==> src/shared/oxd_pkg.sv <==
// Purpose: constants and types for the oximeter display and status controller
// Assumes: 50 MHz aclk, millisecond tick derived by a divider
// Notes: every time below counts ticks of the millisecond enable
`default_nettype none
package oxd_pkg;
  localparam int CLK_HZ = 50000000;
  localparam int CYC_PER_MS_DEF = CLK_HZ / 1000;
  localparam int TMR_W = 20;
  // times in milliseconds
  localparam logic [19:0] FREEZE_MS = 20'd10000;
  localparam logic [19:0] CRIT_OFF_MS = 20'd600000;
  localparam logic [19:0] IDLE_OFF_MS = 20'd600000;
  localparam logic [19:0] HOLD_OFF_MS = 20'd2000;
  localparam logic [19:0] UPD_MS = 20'd1500;
  localparam logic [19:0] STALE_MS = 20'd30000;
  localparam logic [19:0] LAMP_MS = 20'd1000;
  localparam logic [19:0] BATT_MS = 20'd3000;
  localparam logic [19:0] COLOR_MS = 20'd1000;
  localparam logic [19:0] CLOCK_MS = 20'd1000;
  localparam logic [19:0] REV_MS = 20'd1000;
  localparam logic [19:0] FLASH_MS = 20'd100;
  localparam logic [19:0] BLINK_MS = 20'd500;
  // digit codes: 0..9 are decimal digits
  localparam logic [3:0] DIG_DASH = 4'hA;
  localparam logic [3:0] DIG_BLANK = 4'hB;
  localparam logic [3:0] DIG_R = 4'hC;
  localparam logic [3:0] DIG_N = 4'hD;
  localparam logic [3:0] DIG_ALL = 4'hE;
  // signal grades
  localparam logic [1:0] GRADE_GOOD = 2'h0;
  localparam logic [1:0] GRADE_MARG = 2'h1;
  localparam logic [1:0] GRADE_BAD = 2'h2;
  // register byte offsets
  localparam logic [3:0] REG_CLOCK = 4'h0;
  localparam logic [3:0] REG_STATUS = 4'h4;
  localparam logic [3:0] REG_REV = 4'h8;
  localparam logic [31:0] CLOCK_RST = 32'h0000_0000;
  // revision codes, values arbitrary
  localparam logic [11:0] MAIN_REV_DEF = 12'h123;
  localparam logic [11:0] MEM_REV_DEF = 12'h456;
  localparam logic [1:0] RESP_OKAY = 2'h0;
  localparam logic [1:0] RESP_SLVERR = 2'h2;

  typedef struct packed {
    logic [3:0] d2;
    logic [3:0] d1;
    logic [3:0] d0;
  } oxd_disp_type;

  typedef struct packed {
    logic red;
    logic green;
  } oxd_led_type;

  typedef enum logic [8:0] {
    ST_OFF = 9'h001,
    ST_LAMP = 9'h002,
    ST_BATT = 9'h004,
    ST_RED = 9'h008,
    ST_GREEN = 9'h010,
    ST_CLOCK = 9'h020,
    ST_REVM = 9'h040,
    ST_REVN = 9'h080,
    ST_RUN = 9'h100
  } oxd_state_type;
endpackage : oxd_pkg
`default_nettype wire

==> src/hdl/oxd_display_ctrl.sv <==
// Purpose: display, indicator and power sequencing of a handheld oximeter
// Assumes: measurement engine and battery monitor on aclk; button is a raw pin
// Notes: registers reached over AXI4-Lite; leading zeros of readings are blanked
//
// The implementer's own choices: the register addresses and register access over AXI4-Lite.
`default_nettype none
module oxd_display_ctrl
  import oxd_pkg::*;
#(
  parameter int CYC_PER_MS = CYC_PER_MS_DEF
) (
  // clock and reset
  input wire logic aclk,
  input wire logic aresetn,
  // measurement engine
  input wire logic pulse_evt,
  input wire logic [1:0] grade,
  input wire logic sensor_fault,
  input wire logic signal_lost,
  input wire logic meas_upd,
  input wire logic [6:0] spo2_in,
  input wire logic [8:0] rate_in,
  // battery monitor and button
  input wire logic batt_low,
  input wire logic batt_crit,
  input wire logic onoff_btn,
  // displays and indicators
  output oxd_disp_type spo2_disp,
  output oxd_disp_type rate_disp,
  output oxd_led_type pq_led,
  output logic batt_led,
  output logic power_en,
  // axi4-lite slave
  input wire logic [3:0] s_axi_awaddr,
  input wire logic s_axi_awvalid,
  output logic s_axi_awready,
  input wire logic [31:0] s_axi_wdata,
  input wire logic [3:0] s_axi_wstrb,
  input wire logic s_axi_wvalid,
  output logic s_axi_wready,
  output logic [1:0] s_axi_bresp,
  output logic s_axi_bvalid,
  input wire logic s_axi_bready,
  input wire logic [3:0] s_axi_araddr,
  input wire logic s_axi_arvalid,
  output logic s_axi_arready,
  output logic [31:0] s_axi_rdata,
  output logic [1:0] s_axi_rresp,
  output logic s_axi_rvalid,
  input wire logic s_axi_rready
);

  oxd_state_type state;
  oxd_state_type next_state;
  logic [31:0] ms_div;
  logic ms_tick;
  logic btn_m, btn_s, btn_q, armed;
  logic [19:0] st_ms, hold_ms, crit_ms, idle_ms, frz_ms, upd_ms, stale_ms, flash_ms, blink_ms;
  logic blink;
  logic valid_seen, fault_q;
  logic [6:0] live_spo2, shown_spo2;
  logic [8:0] live_rate, shown_rate;
  oxd_led_type flash_col;
  logic [31:0] clock_reg;
  oxd_disp_type next_spo2, next_rate;
  oxd_led_type next_pq;
  logic next_batt;
  logic fault, sens_fault, dashed, stale, run, shutdown, upd_hit;
  // binary value to three digits with leading zeros blanked
  function automatic oxd_disp_type to_disp(input logic [9:0] v);
    oxd_disp_type d;
    d.d2 = 4'(v / 10'd100);
    d.d1 = 4'((v / 10'd10) % 10'd10);
    d.d0 = 4'(v % 10'd10);
    if (d.d2 == 4'h0) begin
      d.d2 = DIG_BLANK;
      if (d.d1 == 4'h0) begin
        d.d1 = DIG_BLANK;
      end
    end
    return d;
  endfunction : to_disp
  // millisecond enable; all timers count these
  always_ff @(posedge aclk) begin
    if (!aresetn || ms_div == 32'(CYC_PER_MS - 1)) begin
      ms_div <= 32'h0000_0000;
    end else begin
      ms_div <= ms_div + 32'h0000_0001;
    end
  end
  assign ms_tick = (ms_div == 32'(CYC_PER_MS - 1));
  // button pin synchroniser and previous sample
  always_ff @(posedge aclk) begin
    if (!aresetn) begin
      btn_m <= 1'b0;
      btn_s <= 1'b0;
      btn_q <= 1'b0;
    end else begin
      btn_m <= onoff_btn;
      btn_s <= btn_m;
      btn_q <= btn_s;
    end
  end
  assign run = (state == ST_RUN);
  assign sens_fault = sensor_fault | signal_lost;
  assign fault = sens_fault | (grade == GRADE_BAD);
  assign dashed = fault && (frz_ms >= FREEZE_MS);
  assign stale = (stale_ms > STALE_MS);
  assign upd_hit = ms_tick && (upd_ms == UPD_MS - 20'd1);
  assign shutdown = (hold_ms >= HOLD_OFF_MS)
    || (crit_ms >= CRIT_OFF_MS)
    || (run && idle_ms >= IDLE_OFF_MS);
  // power-on arming: only a press that starts while off counts
  always_ff @(posedge aclk) begin
    if (!aresetn || state != ST_OFF) begin
      armed <= 1'b0;
    end else if (btn_s && !btn_q) begin
      armed <= 1'b1;
    end
  end
  // power and startup sequence
  always_comb begin
    next_state = state;
    case (state)
      ST_OFF: if (armed && !btn_s) next_state = ST_LAMP;
      ST_LAMP: if (st_ms >= LAMP_MS) next_state = ST_BATT;
      ST_BATT: if (st_ms >= BATT_MS) next_state = ST_RED;
      ST_RED: if (st_ms >= COLOR_MS) next_state = ST_GREEN;
      ST_GREEN: if (st_ms >= COLOR_MS) next_state = ST_CLOCK;
      ST_CLOCK: if (st_ms >= CLOCK_MS) next_state = ST_REVM;
      ST_REVM: if (st_ms >= REV_MS) next_state = ST_REVN;
      ST_REVN: if (st_ms >= REV_MS) next_state = ST_RUN;
      ST_RUN: next_state = ST_RUN;
      default: next_state = ST_OFF;
    endcase
    if (state != ST_OFF && shutdown) begin
      next_state = ST_OFF;
    end
  end

  always_ff @(posedge aclk) begin
    if (!aresetn) begin
      state <= ST_OFF;
    end else begin
      state <= next_state;
    end
  end
  // time spent in the current state
  always_ff @(posedge aclk) begin
    if (!aresetn || next_state != state) begin
      st_ms <= 20'h00000;
    end else if (ms_tick) begin
      st_ms <= st_ms + 20'h00001;
    end
  end
  // button hold time while powered
  always_ff @(posedge aclk) begin
    if (!aresetn || state == ST_OFF || !btn_s) begin
      hold_ms <= 20'h00000;
    end else if (ms_tick) begin
      hold_ms <= hold_ms + 20'h00001;
    end
  end
  // critical battery duration, restarts when the flag drops
  always_ff @(posedge aclk) begin
    if (!aresetn || state == ST_OFF || !batt_crit) begin
      crit_ms <= 20'h00000;
    end else if (ms_tick) begin
      crit_ms <= crit_ms + 20'h00001;
    end
  end
  // inactivity: time spent showing dashes
  always_ff @(posedge aclk) begin
    if (!aresetn || !run || (valid_seen && !dashed)) begin
      idle_ms <= 20'h00000;
    end else if (ms_tick) begin
      idle_ms <= idle_ms + 20'h00001;
    end
  end
  // freeze timer; saturates so dashes persist while the fault stays
  always_ff @(posedge aclk) begin
    if (!aresetn || !run || !fault) begin
      frz_ms <= 20'h00000;
    end else if (ms_tick && frz_ms < FREEZE_MS) begin
      frz_ms <= frz_ms + 20'h00001;
    end
  end
  // display refresh period
  always_ff @(posedge aclk) begin
    if (!aresetn || !run || upd_hit) begin
      upd_ms <= 20'h00000;
    end else if (ms_tick) begin
      upd_ms <= upd_ms + 20'h00001;
    end
  end
  // age of pulse-rate data; saturates just past the limit
  always_ff @(posedge aclk) begin
    if (!aresetn || !run || meas_upd) begin
      stale_ms <= 20'h00000;
    end else if (ms_tick && !stale) begin
      stale_ms <= stale_ms + 20'h00001;
    end
  end
  // first valid pulse after startup
  always_ff @(posedge aclk) begin
    if (!aresetn || !run) begin
      valid_seen <= 1'b0;
    end else if (pulse_evt && !fault) begin
      valid_seen <= 1'b1;
    end
  end
  // live values from the engine
  always_ff @(posedge aclk) begin
    if (!aresetn) begin
      live_spo2 <= 7'h00;
      live_rate <= 9'h000;
    end else if (meas_upd) begin
      live_spo2 <= spo2_in;
      live_rate <= rate_in;
    end
  end
  // shown values: periodic refresh, held during faults, immediate on recovery
  always_ff @(posedge aclk) begin
    if (!aresetn) begin
      shown_spo2 <= 7'h00;
      shown_rate <= 9'h000;
      fault_q <= 1'b0;
    end else begin
      fault_q <= fault;
      if (!fault && (upd_hit || fault_q)) begin
        shown_spo2 <= live_spo2;
        shown_rate <= live_rate;
      end
    end
  end
  // pulse flash: one flash per event, color latched at the event
  always_ff @(posedge aclk) begin
    if (!aresetn || !run) begin
      flash_ms <= 20'h00000;
      flash_col <= '0;
    end else if (pulse_evt) begin
      flash_ms <= FLASH_MS;
      case (grade)
        GRADE_GOOD: flash_col <= batt_crit ? 2'b11 : 2'b01;
        GRADE_MARG: flash_col <= 2'b11;
        default: flash_col <= 2'b10;
      endcase
    end else if (ms_tick && flash_ms != 20'h00000) begin
      flash_ms <= flash_ms - 20'h00001;
    end
  end
  // slow blink for the critical battery indication
  always_ff @(posedge aclk) begin
    if (!aresetn) begin
      blink_ms <= 20'h00000;
      blink <= 1'b0;
    end else if (ms_tick) begin
      if (blink_ms >= BLINK_MS - 20'd1) begin
        blink_ms <= 20'h00000;
        blink <= ~blink;
      end else begin
        blink_ms <= blink_ms + 20'h00001;
      end
    end
  end
  // display and indicator content
  always_comb begin
    next_spo2 = '{DIG_BLANK, DIG_BLANK, DIG_BLANK};
    next_rate = '{DIG_BLANK, DIG_BLANK, DIG_BLANK};
    next_pq = '0;
    next_batt = 1'b0;
    case (state)
      ST_LAMP: begin
        next_spo2 = '{DIG_ALL, DIG_ALL, DIG_ALL};
        next_rate = '{DIG_ALL, DIG_ALL, DIG_ALL};
      end
      ST_BATT: next_batt = 1'b1;
      ST_RED: next_pq = 2'b10;
      ST_GREEN: next_pq = 2'b01;
      ST_CLOCK: begin
        next_spo2 = '{DIG_BLANK, clock_reg[15:12], clock_reg[11:8]};
        next_rate = '{DIG_BLANK, clock_reg[7:4], clock_reg[3:0]};
      end
      ST_REVM: begin
        next_spo2 = '{DIG_R, DIG_BLANK, DIG_BLANK};
        next_rate = MAIN_REV_DEF;
      end
      ST_REVN: begin
        next_spo2 = '{DIG_N, DIG_N, DIG_BLANK};
        next_rate = MEM_REV_DEF;
      end
      ST_RUN: begin
        if (batt_crit) begin
          next_batt = blink;
        end else begin
          next_batt = batt_low;
        end
        if (flash_ms != 20'h00000) begin
          next_pq = (batt_crit && flash_col == 2'b01) ? 2'b11 : flash_col;
        end
        if (batt_crit) begin
          next_spo2 = '{DIG_BLANK, DIG_BLANK, DIG_BLANK};
        end else if (!valid_seen || dashed) begin
          next_spo2 = '{DIG_BLANK, DIG_DASH, DIG_BLANK};
          next_rate = '{DIG_BLANK, DIG_DASH, DIG_BLANK};
        end else begin
          next_spo2 = to_disp({3'b000, shown_spo2});
          next_rate = to_disp({1'b0, shown_rate});
          if (stale) begin
            next_rate = '{DIG_BLANK, DIG_DASH, DIG_BLANK};
          end
          if (sens_fault) begin
            next_spo2.d2 = DIG_DASH;
          end
        end
      end
      default: next_batt = 1'b0;
    endcase
  end
  // registered outputs
  always_ff @(posedge aclk) begin
    if (!aresetn) begin
      spo2_disp <= '{DIG_BLANK, DIG_BLANK, DIG_BLANK};
      rate_disp <= '{DIG_BLANK, DIG_BLANK, DIG_BLANK};
      pq_led <= '0;
      batt_led <= 1'b0;
      power_en <= 1'b0;
    end else begin
      spo2_disp <= next_spo2;
      rate_disp <= next_rate;
      pq_led <= next_pq;
      batt_led <= next_batt;
      power_en <= (next_state != ST_OFF);
    end
  end
  // write channel: address and data taken together, one write in flight
  always_ff @(posedge aclk) begin
    if (!aresetn) begin
      s_axi_awready <= 1'b0;
      s_axi_wready <= 1'b0;
      s_axi_bvalid <= 1'b0;
      s_axi_bresp <= RESP_OKAY;
      clock_reg <= CLOCK_RST;
    end else begin
      s_axi_awready <= 1'b0;
      s_axi_wready <= 1'b0;
      if (s_axi_bvalid && s_axi_bready) begin
        s_axi_bvalid <= 1'b0;
      end
      if (s_axi_awvalid && s_axi_wvalid && !s_axi_awready && !s_axi_bvalid) begin
        s_axi_awready <= 1'b1;
        s_axi_wready <= 1'b1;
        s_axi_bvalid <= 1'b1;
        if (s_axi_awaddr[3:2] == REG_CLOCK[3:2]) begin
          s_axi_bresp <= RESP_OKAY;
          for (int i = 0; i < 4; i++) begin
            if (s_axi_wstrb[i]) begin
              clock_reg[i*8 +: 8] <= s_axi_wdata[i*8 +: 8];
            end
          end
        end else begin
          s_axi_bresp <= RESP_SLVERR; // read-only or unmapped
        end
      end
    end
  end
  // read channel
  always_ff @(posedge aclk) begin
    if (!aresetn) begin
      s_axi_arready <= 1'b0;
      s_axi_rvalid <= 1'b0;
      s_axi_rdata <= 32'h0000_0000;
      s_axi_rresp <= RESP_OKAY;
    end else begin
      s_axi_arready <= 1'b0;
      if (s_axi_rvalid && s_axi_rready) begin
        s_axi_rvalid <= 1'b0;
      end
      if (s_axi_arvalid && !s_axi_arready && !s_axi_rvalid) begin
        s_axi_arready <= 1'b1;
        s_axi_rvalid <= 1'b1;
        s_axi_rresp <= RESP_OKAY;
        case (s_axi_araddr[3:2])
          REG_CLOCK[3:2]: s_axi_rdata <= clock_reg;
          REG_STATUS[3:2]: s_axi_rdata <= {18'h00000, batt_crit, stale, dashed,
                                           fault && !dashed, valid_seen, state};
          REG_REV[3:2]: s_axi_rdata <= {8'h00, MAIN_REV_DEF, MEM_REV_DEF};
          default: begin
            s_axi_rdata <= 32'h0000_0000;
            s_axi_rresp <= RESP_SLVERR;
          end
        endcase
      end
    end
  end

endmodule : oxd_display_ctrl
`default_nettype wire

==> config.mk <==
export PLATFORM = sky130hd
export DESIGN_NAME = oxd_display_ctrl
export DESIGN_NICKNAME = d
export VERILOG_FILES = /design/src/shared/oxd_pkg.sv /design/src/hdl/oxd_display_ctrl.sv
export SDC_FILE = /design/constraint.sdc
export NUM_CORES = 1
export LEC_CHECK = 0
export BUFFER_PORTS_ARGS = -buffer_cell sky130_fd_sc_hd__buf_2
export CAP_MARGIN = 20
export CORE_UTILIZATION = 30
export DETAILED_ROUTE_END_ITERATION = 16
export GPL_TIMING_DRIVEN = 0
export PLACE_DENSITY = 0.46
export SYNTH_ARGS = -nofsm -noshare
export SYNTH_HDL_FRONTEND = slang
export SYNTH_SLANG_ARGS = --single-unit
export TNS_END_PERCENT = 100
==> constraint.sdc <==
create_clock -name aclk -period 6.1 [get_ports aclk]
set_input_delay 1.22 -clock aclk [delete_from_list [all_inputs] [get_ports aclk]]
set_output_delay 1.22 -clock aclk [all_outputs]
set_load 0.03 [all_outputs]
==> impl_metrics.py <==
metrics = {
    "status": {
        "run_status": "completed",
    },
    "logic_synthesis": {
        "synth_top_area_cell": "dfxtp_1",
        "postSynthAreaPerCell_sq_um": 8.40,
        "ys_types": 87,
        "yosys_warnings": 0,
        "yosys_most_used_dff": "dfxtp_1",
        "syn_inst": 2005,
        "syn-cell-area_sq_mm": 0.0168,
        "synth_seq_area_share": 0.428,
        "yosys_register_bits": 360,
        "synthArstFlopShare": 0,
        "synth_top_area_share": 0.428,
        "synth_top_cells_by_area": "dfxtp_1 43%, nor2_1 6.1%, xor2_1 5.9%",
        "synth-edff-count": 0,
    },
    "sta": {
        "relSlewSlack": 0.296,
        "period_share": 0.716,
        "tightest_slew_ns": 1.05,
        "fmax_mhz": 229,
        "finalSetupViolCount": 0,
        "clock_skew_ns": 0.0255,
        "period_minus_slack_ns": 4.37,
        "slew_violations": 0,
        "hold_viol": 0,
        "finalSetupTns_ns": 0,
        "rsz0062_at_grt": "no",
    },
    "critical_path": {
        "critPathMaxFanout": 10,
        "rrSetupSlack_ns": 1.73,
        "critPathKind": "register to register",
        "path_cells": "buf_4 -> nor2b_1 -> o21ai_0 -> and2_1 -> a221o_1 -> ha_1 -> nor4b_1 -> nand2b_1 -> nor3_1 -> o211a_1 -> o22ai_1 -> ha_1 -> nand2_1 -> o31a_1 -> o31a_1 -> o211ai_1",
        "timing.rr.start": "shown_rate[7]$_SDFFE_PN0P_",
        "slowest_delay_ns": 0.46,
        "cp-end-kind": "register",
        "crit_path_start": "shown_rate[7]$_SDFFE_PN0P_",
        "startpoint_type": "register",
        "crit_arrival_ns": 4.81,
        "rr_worst_depth": 16,
        "worstReg2RegEnd": "rate_disp[4]$_SDFF_PN1_",
        "cp-endpoint": "rate_disp[4]$_SDFF_PN1_",
        "critPathRequiredTime_ns": 6.55,
        "critPathSlowestCell": "nor4b_1",
    },
    "detailed_routing": {
        "wl_per_cell_microns": 16.0,
        "route.detailed.drc": 0,
        "finalWirelength_mm": 47.6,
        "via_per_inst": 4.89,
        "first_pass_iters": 5,
        "vias": 14500,
        "drtIter0Drc": 770,
        "ant_nets": 0,
    },
    "layout": {
        "layout.nets": 2286,
        "finalNonFillerCells": 2972,
        "finish.utilization": 0.360,
        "synthToLayoutAreaGrowth_pct": 18.3,
        "layout-drive-gt1-share": 0.109,
        "fillCellCount": 5837,
        "final_area_sq_mm": 0.0199,
    },
    "clock_network": {
        "clkTransAtPathRegs_ns": 0.06,
        "cts_tree": "yes",
        "cts_resized": 0,
        "cts_root_buf": "clkbuf_16",
        "clk_path_buf_depth": 3,
        "cts_setup_buffers": 0,
        "hold_buffers": 0,
        "cts_sinks": 360,
        "ctsHtreeMaxLevel": 2,
        "clk_latency_ns": 0.58,
        "numCtsBuffers": 43,
    },
    "die": {
        "die-area_sq_mm": 0.0571,
        "coreArea_sq_mm": 0.0553,
        "dieWidth_microns": 239,
        "initial_core_util": 0.305,
        "die_y_microns": 239,
        "floorplan.io_pins": 145,
        "row_count": 86,
    },
    "pwr": {
        "powerDensity_mw_per_mm2": 263,
        "combinationalPowerShare": 0.043,
        "pwr-share-seq": 0.455,
        "p_switching_mw": 1.22,
        "internal_power_mw": 4.03,
        "p_leak_nw": 7.13,
        "clkPwrFrac": 0.502,
        "vdd_drop_max_mv": 0.162,
        "swShare": 0.232,
    },
    "global_routing": {
        "grt_pass1_vias": 14000,
        "antenna_found_initial": 4,
        "grt.total_usage": 0.165,
        "grt.overflow.total": 0,
        "grt_pass1_wl_mm": 75.4,
        "grt_max_degree": 13,
    },
    "placed_design": {
        "portBuffers": 130,
        "dp_hpwl_mm": 35.2,
        "placed_area_sq_mm": 0.0185,
        "finalWeightedCongestion": 0.869,
        "placed_cells_incl_taps": 2887,
    },
    "worst_hold_path": {
        "hp-class": "register to register",
    },
    "flow_run": {
        "maxCapViolCount": 0,
    },
}
## layout make-up
| class | instances | area, sq um | area share |
|---|---|---|---|
| diodes | 4 | 10.0 | 0.000502 |
| plain buffers | 107 | 433 | 0.0217 |
| clock buffers | 62 | 1270 | 0.0636 |
| clock inverters | 18 | 190 | 0.00954 |
| inverters | 40 | 150 | 0.00753 |
| multi-input cells | 1499 | 9060 | 0.455 |
| flip-flops and latches | 360 | 7210 | 0.362 |
| well taps | 748 | 936 | 0.0470 |
| repair buffers | 134 | 676 | 0.0339 |
## metrics by stage
stage                     power (mW)  worst slack, ns  hold WS, ns
final                           5.25             1.73        0.437
after global routing            5.45             1.33        0.472
after CTS                       5.33             1.71        0.444
after detailed placement        2.67             1.73        0.428
after global placement          2.67             1.76        0.425
after floorplan                 2.58             2.50        0.412
## critical path, delay by kind of cell, from the launching register on
family,cells,cell delay [ns]
fa+ha+maj,2,0.45
flops,1,0.38
buf+inv,1,0.19
simple gates,6,1.41
compound gates,7,1.83
## routing by layer
layer	global-route usage	vias to the layer above	part of all wire
met2	0.267	261	0.45
met5	0	-	0
met1	0.217	6822	0.47
li1	-	7365	-
met3	0.0261	83	0.040
met4	0.0692	0	0.033
## power groups by stage
stage	registers [mW]	clock network (mW)	logic, mW
2_1_floorplan	2.45	0	0.126
3_3_place_gp	2.44	0	0.224
3_5_place_dp	2.44	0	0.226
4_1_cts	2.39	2.72	0.227
5_1_grt	2.39	2.81	0.247
6_report	2.39	2.63	0.225
## cells by family after synthesis
kind of cell	synth area share
AO/OA/AOI/OAI	0.136
XOR/XNOR	0.0861
adder cells (fa/ha/maj)	0.0192
buffers and inverters	0.0346
flip-flops	0.428
multiplexers	0.0274
other	0.000223
AND/OR/NAND/NOR	0.269
## cells in the mapped netlist, types with 6 or more instances
master / instances
nand3_1: 116
a31oi_1: 15
ha_1: 25
a21oi_1: 103
or4_1: 7
buf_1: 7
a211oi_1: 7
mux2i_1: 45
nand2_1: 160
nor3_1: 38
nor4_1: 26
nand2b_1: 17
nor2b_1: 60
and2_1: 24
xor2_1: 113
or3_1: 43
buf_4: 6
nor3b_1: 12
dfxtp_1: 360
a21boi_0: 38
and3_1: 40
a22o_1: 17
clkbuf_1: 87
buf_2: 7
or2_2: 7
a21o_1: 7
o211ai_1: 9
nor2_1: 276
nand4_1: 43
nor4b_1: 6
o21ai_0: 80
inv_1: 40
xnor2_1: 50
o31a_1: 6
and4_1: 9
## cell usage in the layout, fill, tap and decap left out, types with 9 or more instances in the layout
master / count
nand3_1: 116
nor2b_1: 60
clkinv_2: 9
nor4_1: 26
nor2_1: 276
o211ai_1: 9
xnor2_1: 50
nand2_1: 160
xor2_1: 113
clkbuf_1: 95
and4_1: 9
nand4_1: 43
and3_1: 40
a21oi_1: 103
nor3_1: 38
clkbuf_8: 10
and2_1: 24
nor3b_1: 12
inv_1: 40
nand2b_1: 17
mux2i_1: 45
o21ai_0: 80
buf_2: 139
a22o_1: 17
or3_1: 43
ha_1: 25
a21boi_0: 38
dfxtp_1: 360
a31oi_1: 15
clkbuf_16: 44
## worst min path at each step
stage | start | end | slack, ns | cells after the start
after floorplan | btn_m$_SDFF_PN0_ | btn_s$_SDFF_PN0_ | 0.41 | 1
after global placement | btn_m$_SDFF_PN0_ | btn_s$_SDFF_PN0_ | 0.42 | 1
after detailed placement | btn_m$_SDFF_PN0_ | btn_s$_SDFF_PN0_ | 0.43 | 1
after CTS | btn_m$_SDFF_PN0_ | btn_s$_SDFF_PN0_ | 0.44 | 1
after global routing | btn_m$_SDFF_PN0_ | btn_s$_SDFF_PN0_ | 0.47 | 1
final | btn_m$_SDFF_PN0_ | btn_s$_SDFF_PN0_ | 0.44 | 1
(Power assumes the default switching activity.)
